## config.mk

```make
export PLATFORM = sky130hd
export DESIGN_NAME = bus_b_upper_colour_select
export DESIGN_NICKNAME = d
export VERILOG_FILES = /design/src/rtl/current_fader.v /design/src/rtl/bus_b_upper_colour_select.v
export VERILOG_INCLUDE_DIRS = /design/src /design/src/rtl
export SDC_FILE = /design/constraint.sdc
export NUM_CORES = 1
export LEC_CHECK = 0
export ABC_AREA = 0
export BUFFER_PORTS_ARGS = -buffer_cell sky130_fd_sc_hd__clkbuf_2
export CAP_MARGIN = 15
export CORE_MARGIN = 2
export CORE_UTILIZATION = 59
export DETAILED_ROUTE_END_ITERATION = 6
export GPL_TIMING_DRIVEN = 1
export PLACE_DENSITY = 0.83
export SYNTH_ARGS = -nofsm -noshare
export SYNTH_HDL_FRONTEND = slang
export SYNTH_HIERARCHICAL = 1
export SYNTH_SLANG_ARGS = --single-unit
```

## constraint.sdc

```tcl
create_clock -name I_CLK_SYS -period 4.6 [get_ports I_CLK_SYS]
set_input_delay 0.92 -clock I_CLK_SYS [delete_from_list [all_inputs] [get_ports I_CLK_SYS]]
set_output_delay 0.92 -clock I_CLK_SYS [all_outputs]
set_load 0.02 [all_outputs]
```

## src/rtl/bus_b_upper_regs.vh

```
// constants for the second-bus upper module colour select register
// assumes: included once per design file, 50 MHz system clock
`ifndef BUS_B_UPPER_REGS_VH
`define BUS_B_UPPER_REGS_VH
`define SEL_REG_OFFSET      8'h0C
`define SEL_REG_RESET       8'h00
`define EN3_BIT             7
`define PICK3_HI            6
`define PICK3_LO            4
`define EN4_BIT             3
`define PICK4_HI            2
`define PICK4_LO            0
// multiplex cycle: 50 MHz / 23 kHz = 2173 cycles, quarter = 543
`define MUX_FREQ_HZ         23000
`define CLK_FREQ_HZ         50000000
`define QUARTER_CYCLES      (`CLK_FREQ_HZ / (`MUX_FREQ_HZ * 4))
`define QUARTER_LAST        10'h021E
`define FADE_STEP_LAST      10'h00FF
`define CUR_ZERO            8'h00
`define CUR_ONE             8'h01
`endif

```

## src/rtl/current_fader.v

```verilog
// one channel fade engine: ramps current toward target one step per tick
// assumes: tick is a one-cycle enable from the same clock
`default_nettype none
module current_fader
(
   input  wire       i_clk,
   input  wire       i_rst_b,
   input  wire       i_tick,
   input  wire [7:0] i_target,
   output reg  [7:0] o_level
);
`include "bus_b_upper_regs.vh"
   // step one lsb toward the target on each tick
   always @(posedge i_clk or negedge i_rst_b)
   begin
      if (!i_rst_b)
         o_level <= `CUR_ZERO;
      else if (i_tick && (o_level < i_target))
         o_level <= o_level + `CUR_ONE;
      else if (i_tick && (o_level > i_target))
         o_level <= o_level - `CUR_ONE;
   end
endmodule // current_fader
`default_nettype wire

```

## src/rtl/bus_b_upper_colour_select.v

```verilog
// colour select register for anode 3 and 4 modules of the second bus,
// anode scan timing and per-channel fading of the selected currents
// assumes: register port driven synchronously by the serial bus slave;
// current sets come from other registers as plain inputs
`default_nettype none
`include "bus_b_upper_regs.vh"
// Contract
// [RQ1] bit 7 enables anode-3 module, else fade zero
// [RQ2] bits 6:4 pick red/green/blue sets, anode 3
// [RQ3] bit 3 enables anode-4 module, else fade zero
// [RQ4] bits 2:0 pick red/green/blue sets, anode 4
// [RQ5] anodes scanned each quarter, about 23 kHz
// [RQ6] reset clears enables and picks to zero
// [RQ7] register changes ramp currents through fade engines
module bus_b_upper_colour_select
(
   input  wire       I_CLK_SYS,
   input  wire       I_RST_B,
   input  wire [7:0] I_REG_ADDR,
   input  wire       I_REG_WR,
   input  wire       I_REG_RD,
   input  wire [7:0] I_REG_WDATA,
   input  wire [7:0] I_RED_SET_ZERO,
   input  wire [7:0] I_RED_SET_ONE,
   input  wire [7:0] I_GREEN_SET_ZERO,
   input  wire [7:0] I_GREEN_SET_ONE,
   input  wire [7:0] I_BLUE_SET_ZERO,
   input  wire [7:0] I_BLUE_SET_ONE,
   output reg  [7:0] O_REG_RDATA,
   output reg        O_REG_HIT,
   output reg  [3:0] O_ANODE_ACTIVE,
   output reg  [7:0] O_LINE_1_CURRENT,
   output reg  [7:0] O_LINE_2_CURRENT,
   output reg  [7:0] O_LINE_3_CURRENT,
   output reg  [7:0] O_LINE_4_CURRENT
);
   reg        rst_meta_reg;     // reset release stage 1
   reg        rst_sync_reg;     // released reset used by logic
   reg  [7:0] sel_reg;          // the colour select register
   reg  [9:0] quarter_cnt_reg;  // cycles within one anode slot
   reg  [1:0] anode_reg;        // anode currently driven
   reg  [9:0] fade_cnt_reg;     // fade tick divider
   reg        fade_tick_reg;    // one-cycle fade enable
   reg  [7:0] t3 [0:2];         // anode-3 targets r,g,b
   reg  [7:0] t4 [0:2];         // anode-4 targets r,g,b
   wire [7:0] lvl3 [0:2];       // faded anode-3 levels
   wire [7:0] lvl4 [0:2];       // faded anode-4 levels
   wire       en3 = sel_reg[`EN3_BIT];
   wire       en4 = sel_reg[`EN4_BIT];
   wire [2:0] pick3 = sel_reg[`PICK3_HI:`PICK3_LO];
   wire [2:0] pick4 = sel_reg[`PICK4_HI:`PICK4_LO];

   // reset released through two flops
   // entry is immediate, exit waits for clock edges so that no flop
   // sees its reset lift too close to the edge that clocks it
   always @(posedge I_CLK_SYS or negedge I_RST_B)
   begin
      // pin low: whole block held in reset
      if (!I_RST_B)
      begin
         rst_meta_reg <= 1'b0;
         rst_sync_reg <= 1'b0;
      end
      // pin high: shift a one through the pair
      else
      begin
         rst_meta_reg <= 1'b1;
         rst_sync_reg <= rst_meta_reg;
      end
   end

   // register write and read port
   // one access per strobe cycle; answer shows one cycle later
   always @(posedge I_CLK_SYS or negedge rst_sync_reg)
   begin
      // both modules off, every colour on set zero
      if (!rst_sync_reg)
      begin
         sel_reg     <= `SEL_REG_RESET; // see [RQ6]
         O_REG_RDATA <= 8'h00;
         O_REG_HIT   <= 1'b0;
      end
      else
      begin
         // hit pulses only for an access to our own address
         O_REG_HIT <= (I_REG_WR || I_REG_RD) && (I_REG_ADDR == `SEL_REG_OFFSET);
         // writes to other addresses leave the register alone
         // a read in the cycle of a write still returns the old value
         if (I_REG_WR && (I_REG_ADDR == `SEL_REG_OFFSET))
            sel_reg <= I_REG_WDATA;
         // unmapped reads answer zero
         if (I_REG_RD && (I_REG_ADDR == `SEL_REG_OFFSET))
            O_REG_RDATA <= sel_reg;
         else if (I_REG_RD)
            O_REG_RDATA <= 8'h00;
      end
   end

   // fade targets from enable and palette pick
   // a disabled module gets target zero, so it fades out, never cuts off
   // each pick bit chooses set zero or set one of its own colour
   always @*
   begin
      // anode 3: bit6 red, bit5 green, bit4 blue
      t3[0] = !en3 ? `CUR_ZERO : (pick3[2] ? I_RED_SET_ONE : I_RED_SET_ZERO);     // see [RQ1]
      t3[1] = !en3 ? `CUR_ZERO : (pick3[1] ? I_GREEN_SET_ONE : I_GREEN_SET_ZERO); // see [RQ2]
      t3[2] = !en3 ? `CUR_ZERO : (pick3[0] ? I_BLUE_SET_ONE : I_BLUE_SET_ZERO);   // see [RQ2]
      // anode 4: bit2 red, bit1 green, bit0 blue
      // same sets, different cathode lines than anode 3
      t4[0] = !en4 ? `CUR_ZERO : (pick4[2] ? I_RED_SET_ONE : I_RED_SET_ZERO);     // see [RQ3]
      t4[1] = !en4 ? `CUR_ZERO : (pick4[1] ? I_GREEN_SET_ONE : I_GREEN_SET_ZERO); // see [RQ4]
      t4[2] = !en4 ? `CUR_ZERO : (pick4[0] ? I_BLUE_SET_ONE : I_BLUE_SET_ZERO);   // see [RQ4]
   end

   // fade tick divider
   // one tick per wrap of the counter; each tick moves a channel one lsb
   // free running, so the first step after a write may come early
   always @(posedge I_CLK_SYS or negedge rst_sync_reg)
   begin
      // divider idle in reset
      if (!rst_sync_reg)
      begin
         fade_cnt_reg  <= 10'h0000;
         fade_tick_reg <= 1'b0;
      end
      // count, pulse the tick on the last count
      else
      begin
         fade_tick_reg <= (fade_cnt_reg == `FADE_STEP_LAST);
         fade_cnt_reg  <= (fade_cnt_reg == `FADE_STEP_LAST) ? 10'h0000 : fade_cnt_reg + 10'h0001;
      end
   end

   // six fade engines, one per channel
   genvar g;
   generate
      for (g = 0; g < 3; g = g + 1)
      begin : g_fade
         current_fader u_f3 // see [RQ7]
         (
            .i_clk    (I_CLK_SYS),
            .i_rst_b  (rst_sync_reg),
            .i_tick   (fade_tick_reg),
            .i_target (t3[g]),
            .o_level  (lvl3[g])
         );
         current_fader u_f4 // see [RQ7]
         (
            .i_clk    (I_CLK_SYS),
            .i_rst_b  (rst_sync_reg),
            .i_tick   (fade_tick_reg),
            .i_target (t4[g]),
            .o_level  (lvl4[g])
         );
      end
   endgenerate

   // anode scan: each anode one quarter of the cycle
   // four equal slots make up one multiplex cycle
   always @(posedge I_CLK_SYS or negedge rst_sync_reg)
   begin
      // scan starts on anode 1
      if (!rst_sync_reg)
      begin
         quarter_cnt_reg <= 10'h0000;
         anode_reg       <= 2'b00;
      end
      // end of slot: next anode, index wraps from 4 to 1
      else if (quarter_cnt_reg == `QUARTER_LAST) // see [RQ5]
      begin
         quarter_cnt_reg <= 10'h0000;
         anode_reg       <= anode_reg + 2'b01;
      end
      // inside the slot
      else
         quarter_cnt_reg <= quarter_cnt_reg + 10'h0001;
   end

   // line currents while anode 3 or 4 is active
   // anode and line outputs change on the same edge, one cycle after
   // the slot index, so no line carries current into the wrong slot
   always @(posedge I_CLK_SYS or negedge rst_sync_reg)
   begin
      // no anode and no current while in reset
      if (!rst_sync_reg)
      begin
         O_ANODE_ACTIVE   <= 4'h0;
         O_LINE_1_CURRENT <= 8'h00;
         O_LINE_2_CURRENT <= 8'h00;
         O_LINE_3_CURRENT <= 8'h00;
         O_LINE_4_CURRENT <= 8'h00;
      end
      else
      begin
         O_ANODE_ACTIVE <= 4'h1 << anode_reg; // see [RQ5]
         case (anode_reg)
            2'b10:
            begin
               // anode 3: red line1, green line4, blue line2
               O_LINE_1_CURRENT <= lvl3[0];
               O_LINE_4_CURRENT <= lvl3[1];
               O_LINE_2_CURRENT <= lvl3[2];
               O_LINE_3_CURRENT <= 8'h00;
            end
            2'b11:
            begin
               // anode 4: red line2, green line1, blue line3
               O_LINE_2_CURRENT <= lvl4[0];
               O_LINE_1_CURRENT <= lvl4[1];
               O_LINE_3_CURRENT <= lvl4[2];
               O_LINE_4_CURRENT <= 8'h00;
            end
            default:
            begin
               // anodes 1 and 2 belong to another register
               O_LINE_1_CURRENT <= 8'h00;
               O_LINE_2_CURRENT <= 8'h00;
               O_LINE_3_CURRENT <= 8'h00;
               O_LINE_4_CURRENT <= 8'h00;
            end
         endcase
      end
   end
endmodule // bus_b_upper_colour_select
`default_nettype wire

```

======== Word level (Yosys, flattened, before mapping) ========
Index checks and enable logic that the tools add are counted.
word-level totals
  register bits after elaboration ......... 126
  bits in latches ......................... 0
  memory bits (writable) .................. 0
  bits in read-only memories .............. 0
  bits of input ports ..................... 68
  output and inout port bits .............. 45
  word-level logic and storage cells ...... 108
  memories kept ........................... 0
operators by class
  $add $sub $neg .......................... 15
  $mul .................................... 0
  divide/modulo/power cells ............... 0
  order comparisons ....................... 12
  eq/ne operators ......................... 5
  shifts and indexed selects .............. 1
  muxes and demuxes ....................... 32
  bitwise operators ....................... 0
  reductions and logical operators ........ 23
operator list
  kind                                               count
  2-to-1 mux 8 bit                                   28
  adder 8 x 1 -> 8 bit (second input constant)       6
  greater-than comparator 8 bit                      6
  less-than comparator 8 bit                         6
  subtractor 8 x 1 -> 8 bit (second input constant)  6
  case mux 8 bit (2 select lines)                    2
  adder 10 x 1 -> 10 bit (second input constant)     2
  2-to-1 mux 10 bit                                  2
  logical AND 1 bit                                  15
  nonzero test 2 bit                                 7
  == test 10 bit (second input constant)             1
  == test 10 x 8 -> 1 bit (second input constant)    1
  == test 8 x 4 -> 1 bit (second input constant)     1
  == test 2 bit (second input constant)              2
  left shift 1 x 2 -> 4 bit (first input constant)   1
  adder 2 x 1 -> 2 bit (second input constant)       1
  logical OR 1 bit                                   1

======== Depth between registers and ports, before layout ========
Gate-level depths: netlist (run 1).
  depth after elaboration ................. 6
  mapped depth ............................ 14
  gate-level depth less buffers ........... 13

======== Hierarchy ========
Netlist (run 1), hierarchy kept.
by module, submodules not included
  module                              instances  cells an instance  area an instance (um2)  sequential area each (um2)
  bus_b_upper_colour_select           1          341                3842.4                  1951.9
  current_fader (g_fade[0].u_f4 ...)  4          76                 765.7                   200.2
  current_fader (g_fade[2].u_f4)      1          78                 802.0                   200.2
  current_fader (g_fade[0].u_f3)      1          76                 764.5                   200.2

======== Worst setup path before layout (run 1) ========
No wires, ideal clock.
  kind .................................... input-to-reg
  start ................................... input port I_BLUE_SET_ONE[3]
  end ..................................... register g_fade[2].u_f4.o_level[6]
  library setup time ...................... 0.125 ns
  arrival ................................. 3.553 ns
  data required time ...................... 4.475 ns
  setup slack ............................. 0.922 ns
  stages .................................. 13
  buffers on the path ..................... 0
  cell sequence ........................... mux2i_1 -> nor2b_1 -> inv_1 -> ha_1 -> a21oi_2 -> a31oi_1 -> or4b_4 -> fa_1 -> a21o_1 -> a21oi_1 -> nand3b_1 -> nand3_1 -> mux2_4
RTL lines
  what                  RTL line                        text
  start, declared       bus_b_upper_colour_select.v:28  input wire [7:0] I_BLUE_SET_ONE,
  end signal, assigned  current_fader.v:17              o_level <= `CUR_ZERO;
  end signal, assigned  current_fader.v:19              o_level <= o_level + `CUR_ONE;
  end signal, assigned  current_fader.v:21              o_level <= o_level - `CUR_ONE;
  end, declared         current_fader.v:10              output reg [7:0] o_level

==> results.txt, run 1 <==
The run finished with clean final reports. The library cells used most frequently in the layout, excluding fill and tap cells, are 125 x dfrtp_1, 112 x clkbuf_2, 91 x ha_1, 75 x inv_1, 56 x nor2b_1. The number of cell instances on the worst register-to-register path works out to 12. Setup repair after global routing left no endpoint under its margin.

Entering global routing, the biggest net connects 47 pins. The clock input transition at the sequential cells of the worst setup and hold paths was 60 ps. The logs give 0 for the hold-fix buffer count after cts and 430 ps for the insertion delay of the later-clocked pin in the worst-skew pair. The maximum VDD drop is 0.000290 V. The cell type of the slowest stage on the worst timing path was dfrtp_1. Gates resized during post-CTS repair numbered 0. The mean routed wirelength per cell was 16.9 µm. Synthesis produced a netlist with a net count of 964. For met3 alone, demand over resource in global routing was 5.63%.

In this run the tightest slew margin relative to its limit is 35.1%. Global routing consumed, on the met1 layer, 35.5% of the routing resources. After detailed routing, the total wire length is 18.7 mm. Yosys printed 6 warnings.

The layer with the highest usage after global routing is met2. The total of flip-flops plus latches after synthesis is 126. The met2 track utilization from global routing is 42.4%, and the highest fanout seen on the critical path is 26. The count of buffer and inverter cells on the critical path was 1. In this run the standard cell core region covers 0.0139 mm². STA puts the critical path data required time at 4940 ps.

The logs give 0 for the final number of hold-violating endpoints and 0.00847 mm² for the area of the mapped netlist. Final cell utilization of the core: 70.8%. The setup path with the least slack is of type reg -> reg. The row count was 43.

The cell sitting at the root of the clock tree is a clkbuf_16. Summed over all failing endpoints, the final setup total negative slack is 0 ps. The area growth from synthesis to layout is 16.5%. Ranked by total cell area, the synthesized netlist is headed by dfrtp_1 37%, ha_1 13%, mux2i_1 6.4%, nor2b_1 4.1%, mux2_2 4.0%. The length of the first detailed-routing pass in iterations was 5; the die boundary width was 124 µm. The worst hold path belongs to the class in -> async. The total half-perimeter wirelength after legalization and detailed placement was 13.5 mm; the initial antenna violation count was 0. Final hold analysis gives a worst-case slack of 267 ps. CTS built an H-tree with a depth of 4. Number of distinct library cells after synthesis: 57.

The worst setup path is launched from a flip-flop. The internal reg-to-reg setup slack is 740 ps, and the sequential-to-total area share from yosys stat is 37.2%. Broken down by cell family, the worst path's largest delay share belongs to simple AND/OR/NAND/NOR gates. Tracing the worst setup path back leads to its startpoint at sel_reg[3]. The critical path ends at g_fade[2].u_f4/o_level[7].

Summing over every cut layer, the via total after detailed routing is 6,252. TritonCTS built the clock tree. The routed design could run at a clock period as short as 3860 ps. The overall die height was 124 µm. Walking the worst path, the cells encountered are nor2b_1 > inv_1 > ha_1 > nand4b_1 > a31oi_1 > or4b_4 > ha_1 > a21o_1 > a31o_2 > a21oi_1 > mux2i_1 > xor2_1. The biggest area contributor in the post-synthesis netlist is dfrtp_1. The clock skew is 10.3 ps. The total number of nets in the final design is 1,080.

The total power per unit cell area was 281 mW/mm². Type of destination of the critical path: a flip-flop. The number of diodes added for antenna fixing came out at 0.

Share of synthesized registers carrying an async set or reset: 100%. The post-detailed-placement cell area was 0.00921 mm²; the number of global-route vias before repair was 6,226. Yosys mapped a number of flops with a built-in enable equal to 0. The congestion estimate from routability-driven global placement came to 0.907. By instance count, the cell type seen most on the critical path is ha_1. The design draws 0.00277 W. The run gives 17 as the total clock buffers created by CTS. In the final layout, the registers with the most flip-flops are g_fade.u_f3/o_level (24), g_fade.u_f4/o_level (24). The floorplan step defined a die boundary enclosing 0.0153 mm². The most used flip-flop cell after synthesis is dfrtp_1.

The number of sinks on the clock net came out at 126. Each instance of the synthesized netlist takes up on average 10.6 µm². Fill cells in the final layout number 1,022.

Static timing analysis puts the maximum clock frequency at 0.259 GHz. In this run the critical register-to-register path is launched from sel_reg[3]. In the finished design, the share of the clock period the worst path needs comes to 84.0%.

Global routing finished with a remaining overflow of 0. At the pin with the least slew margin, the transition time is 974 ps. Area of all sequential standard cells: 0.00316 mm². The effective utilization at floorplan came out at 60.8%. In the global route stage, overall resource usage came out at 26.5%.

The total stage count of the critical path is 12, and the total of buffers placed on input and output ports is 112. Buffers added to address setup during post-CTS repair amount to 0. The initial detailed-routing violation count was 277; the number of instances in the synthesized netlist was 799. Leaving out fill and tap cells, the most frequent cell in the layout is dfrtp_1.

The tools report the number of max-capacitance violations reported as 0. At the worst endpoint, the arrival time is 4200 ps. The tools report the final count of negative-setup-slack endpoints as 0.

For this design the static power due to leakage is 4.62 nW. The post-route netlist has 23.8% of its cells at a drive strength greater than 1. After routing the design area is 0.00987 mm². The area fraction of the dominant cell type after synthesis is 37.2%. The max-slew violation count was 0. The area taken by multi-input logic gates was 0.00497 mm².

The final antenna-violating net count came out at 0. During I/O placement, the number of pins put on the boundary was 113. The first global-routing pass estimated 30.9 mm of wire.

For this run, the slowest stage of the critical path takes 850 ps. The endpoint of the lowest-slack register-to-register path was g_fade[2].u_f4/o_level[7]. Counting along the longest clock path gives a buffer depth of 2. The post-route DRC violation count was 0; the average vias per placed instance was 5.65.
[worst min path at each step]
stage / from / cells after the start / slack (ps) / endpoint
floorplan: rst_meta_reg / 0 / 330 / rst_sync_reg
detailed placement: rst_meta_reg / 0 / 340 / rst_sync_reg
finish: I_RST_B / 1 / 270 / rst_meta_reg
CTS: I_RST_B / 1 / 250 / rst_sync_reg
global route: I_RST_B / 1 / 250 / rst_meta_reg
global placement: rst_sync_reg / 0 / 340 / O_LINE_4_CURRENT[6]
[synthesized netlist by cell type (17+ instances only)]
library cell,number
ha_1,91
a22o_1,17
nand2_1,35
a21oi_1,41
xnor2_1,30
mux2_2,30
nor2_1,20
nor2b_1,56
xor2_1,21
inv_1,75
mux2i_1,54
dfrtp_1,126
[power breakdown]
part           internal [W]  total (W)  switching [W]
combinational     0.0000680   0.000137      0.0000694
clock              0.000991    0.00150       0.000506
sequential          0.00111    0.00114      0.0000250
total               0.00217    0.00277       0.000600
[stage by stage]
stage	cells	setup WS, ps
3_3_place_gp	1076	695
3_5_place_dp	1076	616
6_report	1107	737
4_1_cts	1107	759
5_1_grt	1107	554
2_1_floorplan	799	830
[kinds of logic (layout without fill, tap and decap cells)]
group | after synthesis | after routing | synth area share, %
multiplexers | 99 | 99 | 13.0
adder cells (fa/ha/maj) | 97 | 97 | 14.9
AND/OR/NAND/NOR | 189 | 189 | 13.5
XOR/XNOR | 51 | 51 | 5.27
flip-flops | 126 | 126 | 37.2
buffers and inverters | 92 | 220 | 4.16
AO/OA/AOI/OAI | 144 | 144 | 11.9
other | 1 | 1 | 0.0443
[area by class of cell]
type                       instances  area share, %
sequential                       126           32.0
clock inverter                    12           2.11
inverter                          75           2.85
clock buffer                      19           4.59
timing repair buffer             114           5.83
multi-input combinational        581           50.3
tap                              180           2.28
[routing by layer]
layer | vias to the layer above | part of all wire [%]
met1 | 2986 | 46
met2 | 163 | 48
met5 | - | 0
li1 | 3070 | -
met4 | 0 | 2.2
met3 | 33 | 4.4
Note: power is estimated with default switching activity, not from simulation.
==> run 2, diff against run 1 <==
--- a/config.mk
+++ b/config.mk
@@ -10,10 +10,10 @@
 export BUFFER_PORTS_ARGS = -buffer_cell sky130_fd_sc_hd__clkbuf_2
 export CAP_MARGIN = 15
 export CORE_MARGIN = 2
-export CORE_UTILIZATION = 59
+export CORE_UTILIZATION = 53
 export DETAILED_ROUTE_END_ITERATION = 6
 export GPL_TIMING_DRIVEN = 1
-export PLACE_DENSITY = 0.83
+export PLACE_DENSITY = 0.79
 export SYNTH_ARGS = -nofsm -noshare
 export SYNTH_HDL_FRONTEND = slang
 export SYNTH_HIERARCHICAL = 1
==> constraint.sdc (replaced) <==
create_clock -name I_CLK_SYS -period 3.2 [get_ports I_CLK_SYS]
set_input_delay 0.64 -clock I_CLK_SYS [delete_from_list [all_inputs] [get_ports I_CLK_SYS]]
set_output_delay 0.64 -clock I_CLK_SYS [all_outputs]
set_load 0.02 [all_outputs]
==> results.txt, run 2 (synthesis gave the netlist of run 1 again) <==
The run finished, with violations left. The checks that failed: negative setup slack. In this run, placement finished with an instance count of 1,210. With fillers left out, the area of the finished cells amounts to 0.0120 mm².

In this run the standard cell core region covers 0.0158 mm². The via count of the routed design was 7,355. Entering global routing, the biggest net connects 67 pins.

The tools report the max-slew violation count as 0. The run gives 0.0170 mm² as the area of the die. In this run the static leakage power is 5.32 nW. STA puts the critical path data arrival time at 3760 ps.

The internal portion of the total power is 0.00299 W. The mean routed wirelength per cell was 20.3 µm; the number of sinks on the clock net was 126. Setup repair after global routing could not meet its margin everywhere. The area taken by multi-input logic gates was 0.00597 mm².

In the global route stage, overall resource usage came out at 27.4%. The final clock period utilization by the worst path is 107%. The tools report the number of max-capacitance violations reported as 0.

After detailed routing, the total wire length is 25.9 mm. The die is 130 µm wide. The post-route DRC violation count is 0. The worst slack on hold paths came out at 360 ps.

The setup path with the least slack is of type reg -> reg. The area of all sequential standard cells came out at 0.00316 mm². The filler cells instantiated in the layout total 996.

The final antenna-violating net count is 0, and the combinational share of power is 7.8%. Leftover overflow at the end of global routing: 0. The part of the total power dissipated in sequential elements was 41.0%.

Most common cell after layout, fill and taps aside: dfrtp_1. The number of global-route vias before repair was 7,374. The initial antenna violation count was 0; the H-tree depth was 4. The total of buffers placed on input and output ports was 112. After detailed routing, the met3 layer carries 1.28 mm of wire. In this run, CTS created clock tree buffers numbering 17.

Type of destination of the critical path: a flip-flop. The min-delay analysis places its worst path in the category reg -> reg. The startpoint kind of the worst setup timing path was a flip-flop. The tools report the total half-perimeter wirelength after legalization and detailed placement as 15.4 mm. The net switching fraction of the power works out to 24.7%. The logs give 0 for the number of diodes added for antenna fixing and 0.000473 V for the maximum VDD drop. Measured against its own limit, the worst slew margin works out to 27.7%.

For the length of the first detailed-routing pass in iterations, the log shows 5. The setup TNS after final layout was -1860 ps. The area growth from synthesis to final layout is 41.1%. Setup violations remaining at the end of the flow were counted as 19.

The run gives 1,211 as the total number of nets in the final design. The tools report the clock root buffer as clkbuf_16. The clock passes through at most 2 buffers.

For the worst setup path, the data required time is 3520 ps. Routability-driven placement finished with a final weighted congestion of 0.891. In the routed layout, each cell is associated on average with a via count of 5.77. Timing would allow up to 0.291 GHz. The highest metal layer carrying signal wires in the routed design is met4.

After detailed placement, the total cell area comes to 0.0101 mm². The share of total power dissipated in the clock network is 51.1%. Clock skew on the completed layout was measured at 7.32 ps. At the later pin of the worst-skew pair, clock insertion delay measures 440 ps. The first routing iteration left 414 violations. For this block, wires on met1 add up to 10.4 mm. In the layout the commonest cells are 119 x dfrtp_1, 114 x buf_4, 112 x clkbuf_2, 74 x inv_1, 56 x nor2b_1. The routed design could run at a clock period as short as 3440 ps. At the pin with the least slew margin, the transition time is 1080 ps. The worst-case setup margin in the final layout was -237 ps.

The finished layout holds 1,275 standard cells, fillers aside. TritonCTS built the clock tree. The tools report the effective utilization at floorplan as 53.7%. After clock tree synthesis, the clock-pin slew on the worst setup and hold paths is 60 ps.

The die is 130 µm tall. The tools report the global-route wire length before repair as 35.8 mm. Row generation in the floorplan step produced 46 rows. Along the worst path, the maximum fanout reaches 6. Cells with a size suffix above 1 make up 43.7% of the layout. The run gives 0 as the final number of hold-violating endpoints. The total power per unit cell area is 332 mW/mm², and the sum of met2 wire segment lengths after detailed routing is 13.0 mm.

The setup slack after placement was -325 ps. Number of top-level design ports: 113. The largest registers in the layout are g_fade.u_f3/o_level (24), g_fade.u_f4/o_level (24).

Summed over all nets, the switching power comes to 0.000981 W.
run 2: what timing repair did:
action                                  in CTS  in global routing
pin swaps                                   30                 53
endpoints found under the hold margin        2                  0
hold buffers                                 1                  0
endpoints found under the setup margin      27                 30
setup buffers                               15                 17
gates resized for setup                     55                 99
run 2: area by class of cell:
cell class	count	area share (%)
Inverter	75	2.36
Tap cell	216	2.26
Multi-Input combinational cell	581	49.9
Timing Repair Buffer	245	13.8
Sequential cell	126	26.5
Clock buffer	17	3.56
Clock inverter	15	1.58
run 2: worst paths after layout:
path	startpoint	to	slack, ps	cells after the start
worst min register to register	rst_meta_reg	rst_sync_reg	360	0
worst max-delay path	sel_reg[6]	g_fade[0].u_f3/o_level[6]	-240	15
worst max register to register	sel_reg[6]	g_fade[0].u_f3/o_level[6]	-240	15
worst min-delay path	rst_meta_reg	rst_sync_reg	360	0
min in group asynchronous	rst_sync_reg	g_fade[0].u_f4/o_level[4]	440	0
max in group asynchronous	rst_sync_reg	g_fade[1].u_f4/o_level[5]	1940	1
run 2: critical path: stages (launching register included):
cell and delay [ps]:
dfrtp_2 490, buf_6 170, mux2i_4 180, nor2b_1 180
inv_1 110, ha_4 270, a21oi_2 130, o21a_1 240
o211ai_4 200, buf_6 180, ha_4 260, a21oi_4 160
o211ai_1 120, a21oi_2 250, xnor2_1 110, mux2_2 270
run 2: through the flow:
| step | total power (W) | utilization [%] |
|---|---|---|
| floorplan | 0.00178 | - |
| global placement | 0.00190 | 64.0 |
| detailed placement | 0.00190 | 64.0 |
| CTS | 0.00393 | 70.6 |
| global route | 0.00408 | 75.8 |
| finish | 0.00397 | 75.8 |
run 2: per-layer routing:
| layer | up-vias | GRT usage, % |
|---|---|---|
| li1 | 3320 | - |
| met1 | 3667 | 33.9 |
| met2 | 277 | 46.6 |
| met3 | 91 | 5.13 |
| met4 | 0 | 12.8 |
| met5 | - | 0 |
run 2: power by group through the flow:
stage | Clock [W] | Sequential (W) | Combinational [W]
final | 0.00203 | 0.00163 | 0.000311
after global routing | 0.00212 | 0.00163 | 0.000331
after floorplan | 0 | 0.00165 | 0.000123
after detailed placement | 0 | 0.00166 | 0.000247
after global placement | 0 | 0.00166 | 0.000241
after CTS | 0.00203 | 0.00163 | 0.000265
